===== src/include/irq_ctrl_consts.svh =====
// Register offsets, field positions and reset values of the interrupt controller
`ifndef IRQ_CTRL_CONSTS_SVH
`define IRQ_CTRL_CONSTS_SVH

// ****************************************************************
// Register offsets
// ****************************************************************
`define OFS_REQUEST    4'h0
`define OFS_MASK       4'h1
`define OFS_PRIORITY   4'h2
`define OFS_PORT3_MODE 4'h3
`define OFS_PIN_STATE  4'h4
`define OFS_EVT_STAT   4'h5
`define OFS_EVT_CLEAR  4'h6
`define OFS_EVT_ENABLE 4'h7

// ****************************************************************
// Field positions
// ****************************************************************
`define SRC_COUNT      6
`define REQ_EDGE_LO    6
`define REQ_SPREAD_BIT 3
`define MASK_GLOBAL    7
`define P3M_ANALOG     1
`define EVT_VECTOR     6
`define EVT_WIDTH      7

// ****************************************************************
// Reset values
// ****************************************************************
`define RST_REQUEST    8'h00
`define RST_MASK       8'h00
`define RST_PRIORITY   3'h0
`define RST_EVT        7'h00

`endif


===== src/include/irq_ctrl_pkg.sv =====
// Types shared by the interrupt controller modules
package irq_ctrl_pkg;

  // Interrupt machine cycle, Gray coded along the path
  typedef enum logic [2:0] {
    ST_IDLE     = 3'h0,
    ST_SAVE     = 3'h1,
    ST_FETCH_HI = 3'h3,
    ST_FETCH_LO = 3'h2,
    ST_LOAD     = 3'h6
  } cyc_state_t;

  typedef struct packed {
    logic rise;
    logic fall;
  } edge_mode_t;

  typedef struct packed {
    logic [3:0] addr;
    logic [7:0] wdata;
    logic       wr;
    logic       rd;
  } reg_req_t;

  typedef struct packed {
    logic [15:0] addr;
    logic        rd;
  } pm_req_t;

  // Edge pair selection: returns the mode of the timer input or the time base
  function automatic edge_mode_t edge_mode(input logic [1:0] sel, input logic time_base);
    edge_mode_t m;
    m = '{rise: 1'b0, fall: 1'b1};
    case (sel)
      2'b00: m = '{rise: 1'b0, fall: 1'b1};
      2'b01: m = time_base ? '{rise: 1'b1, fall: 1'b0} : '{rise: 1'b0, fall: 1'b1};
      2'b10: m = time_base ? '{rise: 1'b0, fall: 1'b1} : '{rise: 1'b1, fall: 1'b0};
      2'b11: m = '{rise: 1'b1, fall: 1'b1};
      default: m = '{rise: 1'b0, fall: 1'b1};
    endcase
    return m;
  endfunction : edge_mode

endpackage : irq_ctrl_pkg


===== src/rtl/edge_watch.sv =====
// Selectable rising/falling edge detector for one request input
`timescale 1ns/1ps
`default_nettype none
module edge_watch
  import irq_ctrl_pkg::*;
(
  // Clock and reset
  input  wire logic       ref_clk,
  input  wire logic       sys_rst,
  // Sampled level and edge choice
  input  wire logic       level,
  input  wire edge_mode_t mode,
  // One-cycle edge pulse
  output logic            hit
);

  typedef struct packed {
    logic prev;
    logic primed;
  } watch_state_t;

  watch_state_t s_q;
  watch_state_t s_d;

  always_comb begin
    s_d        = s_q;
    s_d.prev   = level;
    s_d.primed = 1'b1;
  end

  // No edge before the first sample, so a level present at reset is not an edge
  assign hit = s_q.primed &
               ((mode.rise & level & ~s_q.prev) | (mode.fall & ~level & s_q.prev));

  always_ff @(posedge ref_clk) begin
    if (sys_rst) begin
      s_q <= '0;
    end else begin
      s_q <= s_d;
    end
  end

endmodule : edge_watch
`default_nettype wire


===== src/rtl/prio_pick.sv =====
// Rotating priority encoder over the pending requests
`timescale 1ns/1ps
`default_nettype none
module prio_pick #(
  parameter int unsigned N = 6
) (
  // Pending requests and first-served position
  input  wire logic [N-1:0]         pend,
  input  wire logic [2:0]           start,
  // Winner
  output logic                      valid,
  output logic [2:0]                win
);

  always_comb begin
    int unsigned idx;
    int unsigned base;
    idx   = 0;
    base  = (int'(start) < N) ? int'(start) : 0;
    valid = 1'b0;
    win   = 3'h0;
    // Highest priority goes to 'start', then ascending with wrap
    for (int k = N - 1; k >= 0; k--) begin
      idx = (base + k) % N;
      if (pend[idx]) begin
        valid = 1'b1;
        win   = 3'(idx);
      end
    end
  end

endmodule : prio_pick
`default_nettype wire


===== src/rtl/irq_ctrl.sv =====
// Six-source vectored, maskable, prioritised interrupt controller
//
// How it works
// - six requests, each maskable and prioritised
// - two pins, two timers, modulator, time base
// - mask has global and per-request enables
// - request n vectors through bytes 2n, 2n+1
// - two vector bytes form 16-bit routine address
// - priority register steers the rotating encoder
// - grant saves context, disables, fetches vector
// - falling reference pin edge raises its request
// - port3 mode bit one powers the comparator
// - analog mode uses stop-recovery source instead
// - software raises modulator request via bit three
// - modulator reload raises request while enabled
// - timer input from comparator in analog, time base fixed
// - those two pick rising, falling or both
// - flags still set while masked, pollable
// - timer end of count raises its request
// - request bits seven, six encode edge pair
//
// Decided for this implementation: the address-and-strobe port and the register offsets.
`include "irq_ctrl_consts.svh"
`timescale 1ns/1ps
`default_nettype none
module irq_ctrl
  import irq_ctrl_pkg::*;
#(
  parameter int unsigned SRC = `SRC_COUNT
) (
  // Clock and reset
  input  wire logic        ref_clk,
  input  wire logic        sys_rst,
  // Register port
  input  wire reg_req_t    reg_req,
  output logic [7:0]       reg_rdata,
  // Request sources
  input  wire logic        reference_pin,
  input  wire logic        analog_timer_pin,
  input  wire logic        comparator_out,
  input  wire logic        stop_recovery_src,
  input  wire logic        time_base_level,
  input  wire logic        timer_zero_eoc,
  input  wire logic        timer_one_eoc,
  input  wire logic        spread_enable,
  input  wire logic        spread_reload,
  // Analog front end
  output logic             comparator_power,
  // Processor core
  input  wire logic        core_int_ok,
  output logic             int_pending,
  output logic             core_save_ctx,
  output logic             core_load_pc,
  output logic [15:0]      isr_addr,
  // Program memory vector fetch
  output pm_req_t          pm_req,
  input  wire logic [7:0]  pm_rdata,
  // Event interrupt
  output logic             irq_out
);

  // ****************************************************************
  // State
  // ****************************************************************
  // All state in one struct: one comb copy, one register
  typedef struct packed {
    logic [SRC-1:0]          req;
    logic [1:0]              edge_sel;
    logic [7:0]              mask;
    logic [2:0]              prio;
    logic                    analog;
    logic [`EVT_WIDTH-1:0]   evt;
    logic [`EVT_WIDTH-1:0]   evt_en;
    logic [7:0]              rdata;
    cyc_state_t              st;
    logic [2:0]              win;
    logic [7:0]              vec_hi;
    logic [15:0]             isr;
    logic [15:0]             pm_addr;
    logic                    load;
  } ctrl_state_t;

  ctrl_state_t s_q;
  ctrl_state_t s_d;

  // Byte address of the first vector byte of a request
  function automatic logic [15:0] vec_base(input logic [2:0] idx);
    return {12'h000, idx, 1'b0};
  endfunction : vec_base

  // ****************************************************************
  // Source routing
  // ****************************************************************
  logic       ref_level;
  logic       tin_level;
  logic       ref_hit;
  logic       tin_hit;
  logic       tb_hit;
  edge_mode_t tin_mode;
  edge_mode_t tb_mode;
  edge_mode_t ref_mode;

  // A mode switch can show a false edge if the two sources differ
  // comparator power
  assign comparator_power = s_q.analog;
  assign ref_level = s_q.analog ? stop_recovery_src : reference_pin;
  assign tin_level = s_q.analog ? comparator_out : analog_timer_pin;
  assign tin_mode  = edge_mode(s_q.edge_sel, 1'b0);
  assign tb_mode   = edge_mode(s_q.edge_sel, 1'b1);

  assign ref_mode  = '{rise: 1'b0, fall: 1'b1};

  edge_watch u_ref_edge (
    .ref_clk (ref_clk),
    .sys_rst (sys_rst),
    .level   (ref_level),
    .mode    (ref_mode),
    .hit     (ref_hit)
  );

  edge_watch u_tin_edge (
    .ref_clk (ref_clk),
    .sys_rst (sys_rst),
    .level   (tin_level),
    .mode    (tin_mode),
    .hit     (tin_hit)
  );

  edge_watch u_tb_edge (
    .ref_clk (ref_clk),
    .sys_rst (sys_rst),
    .level   (time_base_level),
    .mode    (tb_mode),
    .hit     (tb_hit)
  );

  logic [SRC-1:0] hw_set;
  always_comb begin
    hw_set    = '0;
    hw_set[0] = tb_hit;
    hw_set[1] = ref_hit;
    hw_set[2] = tin_hit;
    hw_set[3] = spread_enable & spread_reload;
    // Each high cycle of an end-of-count pulse sets its flag
    // timer end of count
    hw_set[4] = timer_zero_eoc;
    hw_set[5] = timer_one_eoc;
  end

  // ****************************************************************
  // Priority resolution
  // ****************************************************************
  logic           pick_valid;
  logic [2:0]     pick_win;
  logic [SRC-1:0] enabled_req;

  assign enabled_req = s_q.mask[`MASK_GLOBAL] ? (s_q.req & s_q.mask[SRC-1:0]) : '0;

  // Values above five fall back to source zero
  // programmable priority
  prio_pick #(
    .N (SRC)
  ) u_pick (
    .pend  (enabled_req),
    .start (s_q.prio),
    .valid (pick_valid),
    .win   (pick_win)
  );

  // ****************************************************************
  // Next state
  // ****************************************************************
  logic wr_hit;
  logic vec_clear;

  always_comb begin
    s_d       = s_q;
    vec_clear = 1'b0;
    wr_hit    = reg_req.wr;
    s_d.rdata = 8'h00;
    s_d.load  = 1'b0;

    // ****************************************************************
    // Register writes
    // ****************************************************************
    if (wr_hit) begin
      case (reg_req.addr)
        `OFS_REQUEST: begin
          s_d.req      = reg_req.wdata[SRC-1:0];
          s_d.edge_sel = reg_req.wdata[`REQ_EDGE_LO +: 2];
        end
        `OFS_MASK: begin
          s_d.mask = reg_req.wdata;
        end
        `OFS_PRIORITY: begin
          s_d.prio = reg_req.wdata[2:0];
        end
        `OFS_PORT3_MODE: begin
          s_d.analog = reg_req.wdata[`P3M_ANALOG];
        end
        `OFS_EVT_CLEAR: begin
          s_d.evt = s_q.evt & ~reg_req.wdata[`EVT_WIDTH-1:0];
        end
        `OFS_EVT_ENABLE: begin
          s_d.evt_en = reg_req.wdata[`EVT_WIDTH-1:0];
        end
        // Status and pin state are read-only, writes are dropped
        `OFS_PIN_STATE, `OFS_EVT_STAT: begin
        end
        default: begin
        end
      endcase
    end

    // ****************************************************************
    // Register reads, data in the following cycle only
    // ****************************************************************
    // Reads have no side effects, so a polled flag stays set
    if (reg_req.rd) begin
      case (reg_req.addr)
        `OFS_REQUEST:    s_d.rdata = {s_q.edge_sel, s_q.req};
        `OFS_MASK:       s_d.rdata = s_q.mask;
        `OFS_PRIORITY:   s_d.rdata = {5'h00, s_q.prio};
        `OFS_PORT3_MODE: s_d.rdata = {6'h00, s_q.analog, 1'b0};
        `OFS_PIN_STATE:  s_d.rdata = {6'h00, tin_level, ref_level};
        `OFS_EVT_STAT:   s_d.rdata = {1'b0, s_q.evt};
        `OFS_EVT_ENABLE: s_d.rdata = {1'b0, s_q.evt_en};
        default:         s_d.rdata = 8'h00;
      endcase
    end

    // ****************************************************************
    // Interrupt machine cycle
    // ****************************************************************
    // interrupt machine cycle
    case (s_q.st)
      ST_IDLE: begin
        if (pick_valid && core_int_ok) begin
          s_d.st                 = ST_SAVE;
          s_d.win                = pick_win;
          vec_clear              = 1'b1;
          // Further grants wait until software re-enables
          s_d.mask[`MASK_GLOBAL] = 1'b0;
        end
      end
      ST_SAVE: begin
        // Core saves counter and flags in this cycle
        // first vector byte address
        s_d.st      = ST_FETCH_HI;
        s_d.pm_addr = vec_base(s_q.win);
      end
      ST_FETCH_HI: begin
        s_d.st      = ST_FETCH_LO;
        s_d.pm_addr = vec_base(s_q.win) | 16'h0001;
      end
      ST_FETCH_LO: begin
        s_d.st     = ST_LOAD;
        s_d.vec_hi = pm_rdata;
      end
      ST_LOAD: begin
        s_d.st   = ST_IDLE;
        s_d.load = 1'b1;
      end
      default: begin
        s_d.st = ST_IDLE;
      end
    endcase

    if (s_q.st == ST_LOAD) begin
      s_d.isr = {s_q.vec_hi, pm_rdata};
    end

    // ****************************************************************
    // Flag and event update
    // ****************************************************************
    // flag cleared when its cycle is taken
    if (vec_clear) begin
      s_d.req[pick_win] = 1'b0;
    end

    s_d.req = s_d.req | hw_set;

    // Event status: a new event beats a clear in the same cycle
    s_d.evt = s_d.evt | {vec_clear, hw_set};
  end

  // ****************************************************************
  // Outputs
  // ****************************************************************
  assign reg_rdata     = s_q.rdata;
  assign int_pending   = pick_valid;
  assign core_save_ctx = (s_q.st == ST_SAVE);
  assign pm_req.addr   = s_q.pm_addr;
  assign pm_req.rd     = (s_q.st == ST_FETCH_HI) || (s_q.st == ST_FETCH_LO);
  assign irq_out       = |(s_q.evt & s_q.evt_en);

  // The load strobe rises with the new address, one cycle after the second byte.
  // The address then stands until the load step of the next grant, so a late core still sees it.
  assign core_load_pc  = s_q.load;
  assign isr_addr      = s_q.isr;

  always_ff @(posedge ref_clk) begin
    if (sys_rst) begin
      // Edge detectors restart unprimed, so no request follows reset
      s_q.req      <= SRC'(`RST_REQUEST);
      s_q.edge_sel <= 2'b00;
      s_q.mask     <= `RST_MASK;
      s_q.prio     <= `RST_PRIORITY;
      s_q.analog   <= 1'b0;
      s_q.evt      <= `RST_EVT;
      s_q.evt_en   <= `RST_EVT;
      s_q.rdata    <= 8'h00;
      s_q.st       <= ST_IDLE;
      s_q.win      <= 3'h0;
      s_q.vec_hi   <= 8'h00;
      s_q.isr      <= 16'h0000;
      s_q.pm_addr  <= 16'h0000;
      s_q.load     <= 1'b0;
    end else begin
      s_q <= s_d;
    end
  end

endmodule : irq_ctrl
`default_nettype wire


===== config.mk =====
export PLATFORM = sky130hd
export DESIGN_NAME = irq_ctrl
export DESIGN_NICKNAME = d
export VERILOG_FILES = /design/src/include/irq_ctrl_pkg.sv /design/src/rtl/edge_watch.sv /design/src/rtl/prio_pick.sv /design/src/rtl/irq_ctrl.sv
export VERILOG_INCLUDE_DIRS = /design/src /design/src/include
export SDC_FILE = /design/constraint.sdc
export NUM_CORES = 1
export LEC_CHECK = 0
export BUFFER_PORTS_ARGS = -buffer_cell sky130_fd_sc_hd__buf_2
export CAP_MARGIN = 0
export CORE_ASPECT_RATIO = 0.75
export CORE_MARGIN = 2
export CORE_UTILIZATION = 45
export CTS_BUF_LIST = sky130_fd_sc_hd__clkbuf_2
export DETAILED_ROUTE_END_ITERATION = 10
export GPL_ROUTABILITY_DRIVEN = 0
export PLACE_DENSITY = 0.66
export SLEW_MARGIN = 20
export SYNTH_ARGS = -nofsm -noshare
export SYNTH_HDL_FRONTEND = slang
export SYNTH_SLANG_ARGS = --single-unit

===== constraint.sdc =====
create_clock -name ref_clk -period 3.8 [get_ports ref_clk]
set_input_delay 0.38 -clock ref_clk [delete_from_list [all_inputs] [get_ports ref_clk]]
set_output_delay 0.38 -clock ref_clk [all_outputs]
set_load 0.05 [all_outputs]

* Word level (Yosys, flattened, before mapping)
Index checks and enable logic that the tools add are counted.
Storage, ports and cells: bits in read-only memories 0, input bits 34, register bits 95, memory bits (writable) 0, memories kept 0, bits in latches 0, output and inout port bits 46
Cells by class: div/mod/pow operators 6, reduce and logical (&&, ||, !) cells 17, mux-type cells 52, bitwise logic cells 29, shift operators 0, order comparisons 9, equal/unequal tests 15, multiply operators 0, add/sub/neg operators 5
Operators by type and width (number):
- < comparator 32 x 4 -> 1 bit (second input constant) | 6
- remainder unit 32 x 3 -> 32 bit (second input constant) | 6
- adder 32 x 2 -> 32 bit (second input constant) | 2
- adder 32 x 3 -> 32 bit (second input constant) | 2
- one-hot mux 8 bit (7 select lines) | 1
- two-way mux 34 bit | 1
- adder 32 x 1 -> 32 bit (second input constant) | 1
- one-hot mux 16 bit (2 select lines) | 1
- two-way mux 1 bit | 24
- two-way mux 3 bit | 8
- binary-select mux 1 bit (select 3 bit) | 6
- two-way mux 6 bit | 3
- equality test 4 x 3 -> 1 bit (second input constant) | 4
- two-way mux 8 bit | 2
- AND 7 bit | 2
- two-way mux 7 bit | 2
- AND 1 bit | 13
- AND 6 bit | 2
- one-hot mux 2 bit (3 select lines) | 2
- one-hot mux 3 bit (4 select lines) | 1
- AND reduction 2 bit | 6
- equality test 4 x 2 -> 1 bit (second input constant) | 2
- inverter 7 bit | 1
- OR 7 bit | 1
- other kinds (23) | 34

* Logic depth before layout (Yosys ltp)
Gate-level depths: netlist of run 1.
depth in word-level cells 20, depth in mapped cells 16, mapped depth without buffers 15

* By module
Synthesis of run 1 repeated with hierarchy kept, for this count alone.
Second synthesis, totals: cells, all modules 573, area total of the unflattened synthesis 4763.3 um^2
Modules (own cells, without submodules):
- irq_ctrl | area each 3577.2 um^2, cells an instance 420, seq. area each 1541.5 um^2, instances 1
- prio_pick | area each 972.2 um^2, cells an instance 132, seq. area each 0.0 um^2, instances 1
- edge_watch | area each 71.3 um^2, cells an instance 7, seq. area each 40.0 um^2, instances 3

* Worst setup path after synthesis of run 1
OpenSTA, ideal clock, no wires.
path type reg2reg, from register s_q[71] (netlist bit), to register s_q[44] (netlist bit), data arrival time 3428 ps, library setup time 129 ps, data required time 3671 ps, cell stages (with the launch flop) 16, slack 243 ps, cells stage by stage dfxtp_1 ha_1 nand2b_2 inv_4 ha_1 xnor2_1 inv_1 ha_1 nor3b_1 nor2_1 xnor2_1 o21ai_1 nor2b_1 nand3_1 a21oi_1 nor4_1
On the way: cells in the longest elaborated chain, start to end 14, elaborated cells between the ends (all ways) 33
Ends and longest elaborated chain:
- from (decl) | RTL line irq_ctrl.sv:83 | ctrl_state_t s_q;
- < comparator 3 bit | RTL line prio_pick.sv:19 | base = (int'(start) < N) ? int'(start) : 0;
- two-way mux 3 bit * | RTL line prio_pick.sv:19
- adder 32 x 3 -> 32 bit | RTL line prio_pick.sv:24 | idx = (base + k) % N;
- remainder unit 32 x 3 -> 32 bit | RTL line prio_pick.sv:24
- binary-select mux 1 bit (select 3 bit) | RTL line prio_pick.sv:25 | if (pend[idx]) begin
- two-way mux 1 bit (implied by the code) | RTL line prio_pick.sv:25
- two-way mux 1 bit (5 in series) | RTL line prio_pick.sv:25
- two-way mux 1 bit * | RTL line prio_pick.sv:25
- via int_pending | RTL line irq_ctrl.sv:51 | output logic int_pending,
- logical AND 1 bit * | RTL line irq_ctrl.sv:238 | if (pick_valid && core_int_ok) begin
- inequality test 2 bit (no source line) *
The timed path passes the listed nets; every way through them passes the cells marked *. The select of a mux whose other input is x is not followed. A chain may end at the register's enable or synchronous reset.

* Worst setup path after layout of run 1
from register s_q[72] (netlist bit), to output int_pending
On the way: cells in the longest elaborated chain, start to end 12, elaborated cells between the ends (all ways) 31
Ends and longest elaborated chain (RTL line):
- < comparator 3 bit | prio_pick.sv:19
- two-way mux 3 bit * | prio_pick.sv:19
- adder 32 x 3 -> 32 bit | prio_pick.sv:24
- remainder unit 32 x 3 -> 32 bit | prio_pick.sv:24
- binary-select mux 1 bit (select 3 bit) | prio_pick.sv:25
- two-way mux 1 bit (implied by the code) | prio_pick.sv:25
- two-way mux 1 bit (5 in series) | prio_pick.sv:25
- two-way mux 1 bit * | prio_pick.sv:25
- to (decl) | irq_ctrl.sv:51
Mark *: on every way between the ends. The rest lies on a longest branch, timed or not. The select of a mux whose other input is x is not followed.

==> impl_metrics.toml, run 1 <==
[drt]
wl_per_cell_um = 17.1
via_per_inst = 5.90
num_vias = 4465
drc_errors = 0
drt_wl_total_um = 12900
ant_nets = 0
drtIter0Drc = 461
dr.pass1.iters = 5

[floorplanning]
fp.coreArea_um2 = 10200
die_y_um = 92.8
start_util = 0.461
die_x_um = 122
row_count = 32
num_io_pins = 80
dieArea_um2 = 11300

[placed_design]
place_inst = 729
pre_cts_ws_ns = 0.147
postPlaceCellArea_um2 = 4900
portBuffers = 67
dp_hpwl_um = 9170

[synthesis]
ys_ff_latch = 81
syn_area_um2 = 4730
synth_flop_cell = "dfxtp_1"
synth_top_cell_area_share = 0.343
synth_cell_types = 80
syn_area_per_cell_um2 = 8.16
ys_seq_area_frac = 0.343
syn_inst = 579
synth_edf_count = 0
yosysTopAreaCell = "dfxtp_1"
async_reset_ff_frac = 0
synth_area_leaders = "dfxtp_1 34%, mux2i_1 7.0%, nand2_1 7.0%, buf_4 6.8%, a21oi_1 5.3%"
ys.warnings.count = 0

[cells_and_area]
final_net_count = 661
drive_gt1_frac = 0.225
area_delta_synth_final_pct = 10.5
final_area_um2 = 5220
instances_no_fill = 757
n_antenna_cell = 0

[sta]
layout_setup_ws_ns = 0.0359
skew_ns = 0.0234
setup_violations = 0
worst_slew_pin_slew_ns = 0.879
period_share = 0.991
max_freq_mhz = 266
relSlewSlack = 0.412
hold_viol_final = 0
min_period_ns = 3.76
drv_slew = 0

[global_route]
grt_pass1_wl_um = 20400
grt_max_degree = 69
grt_util_all_layers = 0.228
overflow = 0
antenna_found_initial = 0
grt_pass1_vias = 4093

[worst_setup_path]
slowest_delay_ns = 0.42
critPathMaxFanout = 6
startpoint_type = "register"
cp-end-kind = "output port"
worstPathArrival_ns = 3.38
worstPathCellList = "ha_2 -> nand2b_4 -> inv_4 -> ha_2 -> xnor2_2 -> inv_2 -> ha_1 -> nor3b_2 -> nor3_1 -> o211ai_1 -> nor2b_4 -> nand3_2 -> buf_8"
crit_path_top_delay_cell = "dfxtp_4"
setup.worst_path.class = "reg2out"
crit_top_cell = "ha_2"
cp.required_ns = 3.42

[power_and_ir_drop]
total_power_w = 0.00151
leakage_nw = 2.06
powerDensity_nw_per_um2 = 289
vdd_drop_max_v = 0.000210

[clocking]
clock_path_buffers = 2
clock_latency_ns = 0.55
clkTransAtPathRegs_ns = 0.20
numCtsBuffers = 9
cts_root_buffer = "clkbuf_2"
htree_levels = 3
cts_sinks = 81
cts_tree = "done"

[hold_path]
hold_class = "in2reg"

[status]
status = "complete, no violations"

[run]
cap_violations = 0
## path summary, 6_finish.rpt
check | depth (start not counted) | to | slack, ns | startpoint
max | 13 | int_pending | 0.04 | s_q[72]
min | 3 | isr_addr[2] | 0.05 | pm_rdata[2]
max reg2reg | 18 | s_q[83] | 0.11 | s_q[72]
min reg2reg | 2 | isr_addr[7] | 0.46 | isr_addr[7]
## Yosys cell counts, types with 3 or more instances
cell       instances
a22o_1             4
nand2b_1           9
o211ai_1           4
nand2_1           88
clkbuf_1          26
or3_1              3
a31oi_1            4
nor2_1            44
nand3b_1           5
mux2i_1           33
nor2b_1           14
o2111ai_1          3
a211oi_1           4
nand3_1           22
a22oi_1            7
o31ai_1            4
buf_4             43
o21ai_0            7
nand4_1            4
a211o_1            5
and3_1             9
inv_1             12
nor3b_1            4
ha_1               9
dfxtp_1           81
a21oi_1           50
o221ai_1           3
nor4_1             5
and2_1             5
o21a_1             3
xnor2_1            3
nor3_1             6
## area by class of cell
class                           count  area, um^2
Clock inverter                      5        72.6
Tap cell                          136         170
Timing Repair Buffer               89         513
Sequential cell                    81        1630
Fill cell                        1034        5030
Multi-Input combinational cell    424        2740
Inverter                           13        51.3
Clock buffer                        9        45.0
## logic make-up after synthesis
family / Yosys count / synth area share
DFF: 81 / 0.343
muxes: 39 / 0.0879
AOI/OAI and AO/OA: 130 / 0.194
and+or+nand+nor: 231 / 0.241
xor gates and xnor gates: 3 / 0.00556
other: 1 / 0.000794
adders and majority gates: 9 / 0.0238
buffers and inverters: 85 / 0.104
## per-layer routing
metal  share of wire  GRT usage  vias up
met1            0.46      0.332     2138
met3           0.090     0.0622       27
li1                -          -     2082
met4           0.017     0.0508        0
met5               0          0        -
met2            0.43      0.334      218
## cells in the final DEF (no fill, tap or decap), types with 9 or more instances in the layout
master,instances
buf_2,66
mux2i_1,33
nand2_1,88
clkbuf_2,9
and3_1,9
dfxtp_1,79
inv_1,11
nor2b_1,13
nand2b_1,9
a21oi_1,50
nor2_1,44
conb_1,12
nand3_1,21
buf_4,21
## flip-flops by register name, summed over array words and instances (netlist names)
signal,count
pm_req,4
core_load_pc,1
u_ref_edge.s_q,1
isr_addr,16
s_q,47
comparator_power,1
reg_rdata,8
u_tin_edge.s_q,1
u_tb_edge.s_q,2
## critical path, delay by kind of cell (launching register included)
kind                       cells  cell delay, ns
AOI/OAI and AO/OA              1            0.33
xor gates and xnor gates       1            0.21
adders and majority gates      3            0.70
buffers and inverters          3            0.29
DFF                            1            0.42
and+or+nand+nor                5            0.89
## through the flow
stage	util	setup TNS, ns	hold WS, ns
final	0.509	0	0.0546
after global routing	0.509	-0.237	0.00179
after CTS	0.498	0	0.0277
after detailed placement	0.478	0	0.446
after global placement	0.478	0	0.436
after floorplan	-	0	0.431
## report_power, final
part	total [W]	switching, W	internal [W]
combinational	0.000149	0.000104	0.0000450
sequential	0.000877	0.0000144	0.000862
clock	0.000485	0.000280	0.000206
## repair_timing
| item | CTS | global route |
|---|---|---|
| endpoints found under the setup margin | 1 | 9 |
| setup buffers | 7 | 6 |
| gates resized for setup | 10 | 14 |
| hold buffers | 0 | 1 |
| hold endpoints to repair | 0 | 1 |
| pin swaps | 4 | 6 |
Note: power is estimated with default switching activity, not from simulation.
==> run 2: changes to the inputs <==
--- a/config.mk
+++ b/config.mk
@@ -6,6 +6,7 @@
 export SDC_FILE = /design/constraint.sdc
 export NUM_CORES = 1
 export LEC_CHECK = 0
+export ABC_AREA = 1
 export BUFFER_PORTS_ARGS = -buffer_cell sky130_fd_sc_hd__buf_2
 export CAP_MARGIN = 0
 export CORE_ASPECT_RATIO = 0.75
@@ -14,7 +15,7 @@
 export CTS_BUF_LIST = sky130_fd_sc_hd__clkbuf_2
 export DETAILED_ROUTE_END_ITERATION = 10
 export GPL_ROUTABILITY_DRIVEN = 0
-export PLACE_DENSITY = 0.66
+export PLACE_DENSITY = 0.67
 export SLEW_MARGIN = 20
 export SYNTH_ARGS = -nofsm -noshare
 export SYNTH_HDL_FRONTEND = slang
==> run 2 against run 1 <==
First-iteration DRC count is 12% lower; synthesized area is 7.6% lower; critical endpoint unchanged; global-route usage is 1.9 points lower; core utilization is 1.9 points lower; wire length is 15% lower.
==> impl_metrics.toml, run 2 <==
[status]
status = "complete, no violations"

[cells_and_area]
largest_reg_flops = 47
drive_gt1_frac = 0.174
final_net_count = 706
final_area_um2 = 4680
layout_commonest_cell = "nand2_1"
finalCoreUtilization = 0.490
regMostFlops = "s_q"
n_antenna_cell = 0
final.fill_count = 1025
area_delta_synth_final_pct = 7.17
most-common-layout-cells = "108 x nand2_1, 86 x inv_1, 78 x dfxtp_1"

[clocking]
clock_path_buffers = 2
cts_tree = "done"
cts_root_buffer = "clkbuf_2"
cts_sinks = 81
numCtsBuffers = 9
clkTransAtPathRegs_ns = 0.23
clock_latency_ns = 0.54
htree_levels = 3

[synthesis]
syn_inst = 627
ys.warnings.count = 0
synth_flop_cell = "dfxtp_1"
async_reset_ff_frac = 0
ys_ff_latch = 81
synth_cell_types = 34
synth_most_common_cell = "nand2_1"
ys_seq_area_frac = 0.371
synth_area_leaders = "dfxtp_1 37%, nand2_1 9.3%, o21ai_0 7.6%, inv_1 7.4%, a21oi_1 7.0%"
syn_area_per_cell_um2 = 6.96
synth_edf_count = 0
synth_top_cell_area_share = 0.371
synth_common_cells = "108 x nand2_1, 86 x inv_1, 81 x dfxtp_1"
syn_area_um2 = 4370
yosysTopAreaCell = "dfxtp_1"

[floorplanning]
dieArea_um2 = 10500
die_x_um = 118
num_io_pins = 80
die_y_um = 89.3
row_count = 31
start_util = 0.458
fp.coreArea_um2 = 9540

[placed_design]
pre_cts_ws_ns = 0.480
postPlaceCellArea_um2 = 4520
portBuffers = 67
dp_hpwl_um = 8370

[sta]
max_freq_mhz = 283
whs_ns = 0.0599
tns_ns = 0
hold_viol_final = 0
min_period_ns = 3.53
skew_ns = 0.0239
drv_slew = 0
period_share = 0.929
worst_slew_pin_slew_ns = 1.02
setup_violations = 0
relSlewSlack = 0.318
layout_setup_ws_ns = 0.269
rsz0062_at_grt = "no"

[worst_setup_path]
crit_path_top_delay_cell = "dfxtp_4"
slowest_delay_ns = 0.40
startpoint_type = "register"
cp_num_buf_inv = 3
cp.required_ns = 3.42
critPathMaxFanout = 4
crit_family = "simple AND/OR/NAND/NOR gates"
crit_top_cell = "nand2_1"
setup.worst_path.class = "reg2out"
worstPathArrival_ns = 3.15
cp-end-kind = "output port"
worstPathCellList = "ha_1 -> nor2_4 -> ha_2 -> nand2_1 -> inv_1 -> nor2_4 -> ha_1 -> nor2_1 -> nand2_1 -> nand2_1 -> o21ai_2 -> nand2_2 -> nand3_1 -> nand2_2 -> inv_2 -> nand2_1 -> and2_4 -> nand3_4 -> buf_6"

[global_route]
overflow = 0
grt_pass1_wl_um = 17400
grt_pass1_vias = 3531
antenna_found_initial = 0
grt_max_degree = 34
grt_util_all_layers = 0.209

[drt]
dr.pass1.iters = 5
via_per_inst = 5.17
num_vias = 4135
drtIter0Drc = 406
ant_nets = 0
drc_errors = 0
wl_per_cell_um = 13.8
drt_wl_total_um = 11100

[power_and_ir_drop]
leakage_nw = 2.19
p_clk_frac = 0.241
p_int_w = 0.00108
vdd_drop_max_v = 0.000181
combPwrFrac = 0.202
p_switching_w = 0.000571
swShare = 0.345
p_seq_frac = 0.557
powerDensity_nw_per_um2 = 354

[run]
cap_violations = 0

[hold_path]
hold_class = "in2reg"
-- run 2: cell types whose count changed after synthesis, sizes merged, moves of 14 or more --
| cell | change |
|---|---|
| nand2 | +28 |
| o21ai | +59 |
| nor2b | -14 |
| inv | +77 |
| mux2i | -32 |
| nand3 | +19 |
-- run 2: per-stage QoR --
stage               cells  power [W]
floorplan             638    0.00120
detailed placement    781    0.00126
finish                800    0.00166
global placement      781    0.00126
global route          800    0.00174
CTS                   797    0.00166
-- run 2: power by group through the flow --
| stage | Sequential, W | Clock (W) | Combinational, W |
|---|---|---|---|
| 5_1_grt | 0.000927 | 0.000447 | 0.000367 |
| 2_1_floorplan | 0.000932 | 0 | 0.000266 |
| 3_3_place_gp | 0.000937 | 0 | 0.000319 |
| 4_1_cts | 0.000922 | 0.000414 | 0.000325 |
| 3_5_place_dp | 0.000939 | 0 | 0.000322 |
| 6_report | 0.000922 | 0.000399 | 0.000334 |
-- run 2: worst register-to-register path: cells and delay by family (launching register included) --
kind	cells	cell delay, ns
simple gates	14	1.37
compound gates	3	0.34
fa+ha+maj	3	0.73
buf+inv	2	0.23
flops	1	0.40
-- run 2: what timing repair did --
action / in CTS / in global routing
pin swaps: 0 / 1
endpoints found under the hold margin: 0 / 0
buffers inserted: 0 / 3
cloned: 0 / 0
gates resized for setup: 1 / 11
hold buffers: 0 / 0
endpoints found under the setup margin: 1 / 1
-- run 2: kinds of logic after synthesis --
logic type / synth area share
DFF: 0.371
buffers and inverters: 0.169
AOI/OAI and AO/OA: 0.201
and+or+nand+nor: 0.227
muxes: 0.00459
adders and majority gates: 0.0258
other: 0.000859
-- run 2: layout make-up --
class,instances,area [um^2],share of cell area
Multi-Input combinational cell,409,2080,0.444
Sequential cell,81,1630,0.348
Timing Repair Buffer,72,379,0.0810
Inverter,90,340,0.0727
Tap cell,132,165,0.0353
Clock buffer,12,60.1,0.0128
Clock inverter,4,28.8,0.00615
-- run 2: layer usage --
layer | share of wire | vias to the layer above | track usage
met4 | 0.011 | 0 | 0.0548
li1 | - | 2064 | -
met5 | 0 | - | 0
met1 | 0.47 | 1886 | 0.303
met2 | 0.42 | 170 | 0.313
met3 | 0.094 | 15 | 0.0510
-- run 2: final timing paths --
path / slack, ns / cells after the start / end / start
min: 0.06 / 3 / u_tb_edge.s_q[1] / time_base_level
max reg2reg: 0.62 / 22 / s_q[85] / s_q[71]
min reg2reg: 0.46 / 2 / isr_addr[2] / isr_addr[2]
max: 0.27 / 19 / int_pending / s_q[71]
==> run 3: changes to the inputs <==
==> constraint.sdc (replaced) <==
create_clock -name ref_clk -period 3.8 [get_ports ref_clk]
set_input_delay 0.38 -clock ref_clk [delete_from_list [all_inputs] [get_ports ref_clk]]
set_output_delay 0.38 -clock ref_clk [all_outputs]
set_load 0.005 [all_outputs]
==> run 3 against run 2 <==
Total power rose by 12%; combinational power fell by 25%; via count is 0.41% lower; maximum frequency is 1.0% higher; register-to-register slack improved by 0.06 ns; count of clock-buffer cells in the layout is 3 lower; clock skew increased by 0.0085 ns; first-iteration DRC count is 36% lower; sequential cell count did not move; hold slack improved by 0.014 ns; final area is 1.7% higher; core utilization rose by 0.85 points; critical path type unchanged; largest cell class unchanged; largest power group unchanged.
==> impl_metrics.toml, run 3 (synthesis results as in run 2) <==
[cells_and_area]
most-common-layout-cells = "108 x nand2_1, 85 x inv_1, 80 x dfxtp_1"
final_net_count = 705
drive_gt1_frac = 0.171
area_delta_synth_final_pct = 9.03
instances_no_fill = 799
n_antenna_cell = 0
final_area_um2 = 4760
largest_reg_flops = 47
layout_commonest_cell = "nand2_1"
regMostFlops = "s_q"

[worst_setup_path]
startpoint_type = "register"
critPathMaxFanout = 5
worstPathArrival_ns = 3.11
regToRegSetupSlack_ns = 0.68
setup.worst_path.class = "reg2out"
cp.required_ns = 3.42
worstRegToRegCells = 22
cp-end-kind = "output port"

[global_route]
grt_pass1_vias = 3670
overflow = 0
grt_max_degree = 34
antenna_found_initial = 0
grt_pass1_wl_um = 17400
grt_util_all_layers = 0.207

[sta]
min_period_ns = 3.49
tns_ns = 0
hold_viol_final = 0
period_share = 0.920
layout_setup_ws_ns = 0.305
relSlewSlack = 0.335
skew_ns = 0.0324
rsz0062_at_grt = "no"
max_freq_mhz = 286
setup_violations = 0
worst_slew_pin_slew_ns = 0.994
drv_slew = 0

[clocking]
cts_tree = "done"
cts_root_buffer = "clkbuf_2"
numCtsBuffers = 9
cts_sinks = 81
htree_levels = 3
clkTransAtPathRegs_ns = 0.25
clock_latency_ns = 0.53
clock_path_buffers = 2

[floorplanning]
row_count = 31
die_x_um = 118
start_util = 0.458
fp.coreArea_um2 = 9540
num_io_pins = 80
dieArea_um2 = 10500
die_y_um = 89.3

[drt]
dr.pass1.iters = 5
num_vias = 4118
drtIter0Drc = 258
ant_nets = 0
wl_per_cell_um = 13.6
via_per_inst = 5.15
drt_wl_total_um = 10900
drc_errors = 0

[power_and_ir_drop]
vdd_drop_max_v = 0.000206
powerDensity_nw_per_um2 = 389
total_power_w = 0.00185
leakage_nw = 2.23

[placed_design]
portBuffers = 67
postPlaceCellArea_um2 = 4520
dp_hpwl_um = 8230
place_inst = 781
pre_cts_ws_ns = 0.526

[run]
cap_violations = 0

[status]
status = "complete, no violations"

[hold_path]
holdPathStages = 3
hold_class = "in2reg"
-- run 3: area by class of cell --
cell class                      count  area, um^2
Fill cell                         996        4780
Multi-Input combinational cell    409        2070
Sequential cell                    81        1620
Timing Repair Buffer               71         368
Inverter                           90         340
Tap cell                          132         165
Clock inverter                      7         149
Clock buffer                        9        45.0
-- run 3: repair_timing --
action	CTS	global route
endpoints found under the setup margin	0	1
buffers inserted	0	1
hold endpoints to repair	1	0
hold buffers	1	0
resized for setup	0	7
-- run 3: through the flow --
stage           util  hold slack (ns)
2_1_floorplan      -            0.424
3_3_place_gp   0.474            0.430
3_5_place_dp   0.474            0.437
4_1_cts        0.496           0.0158
5_1_grt        0.499           0.0328
6_report       0.499           0.0738
-- run 3: critical path: stages (launching register included) --
cell and delay [ns]:
dfxtp_1 0.40, ha_1 0.25, nor2_4 0.11, ha_2 0.22, nand2_1 0.07, inv_1 0.09, nor2_4 0.05, ha_1 0.27
nor2_1 0.11, nand2_1 0.07, nand2_1 0.07, o21ai_2 0.07, nand2_2 0.09, nand3_1 0.09, nand2_2 0.12, inv_2 0.05
nand2_1 0.06, and2_4 0.15, nand3_2 0.09, buf_2 0.17
-- run 3: final timing paths --
| path | from | end |
|---|---|---|
| min | reg_req[9] | s_q[80] |
| max | s_q[71] | int_pending |
| max reg2reg | s_q[71] | s_q[87] |
| min reg2reg | isr_addr[14] | isr_addr[14] |
-- run 3: layer usage --
layer,vias to the layer above,track usage,wire [um]
li1,2060,-,-
met1,1880,0.282,5080
met2,164,0.323,4690
met3,14,0.0580,1010
met4,0,0.0646,130
met5,-,0,0
-- run 3: report_power, final --
group	internal (W)	switching, W	total (W)
combinational	0.0000883	0.000163	0.000251
sequential	0.000896	0.0000262	0.000923
clock	0.000359	0.000320	0.000679
total	0.00134	0.000509	0.00185
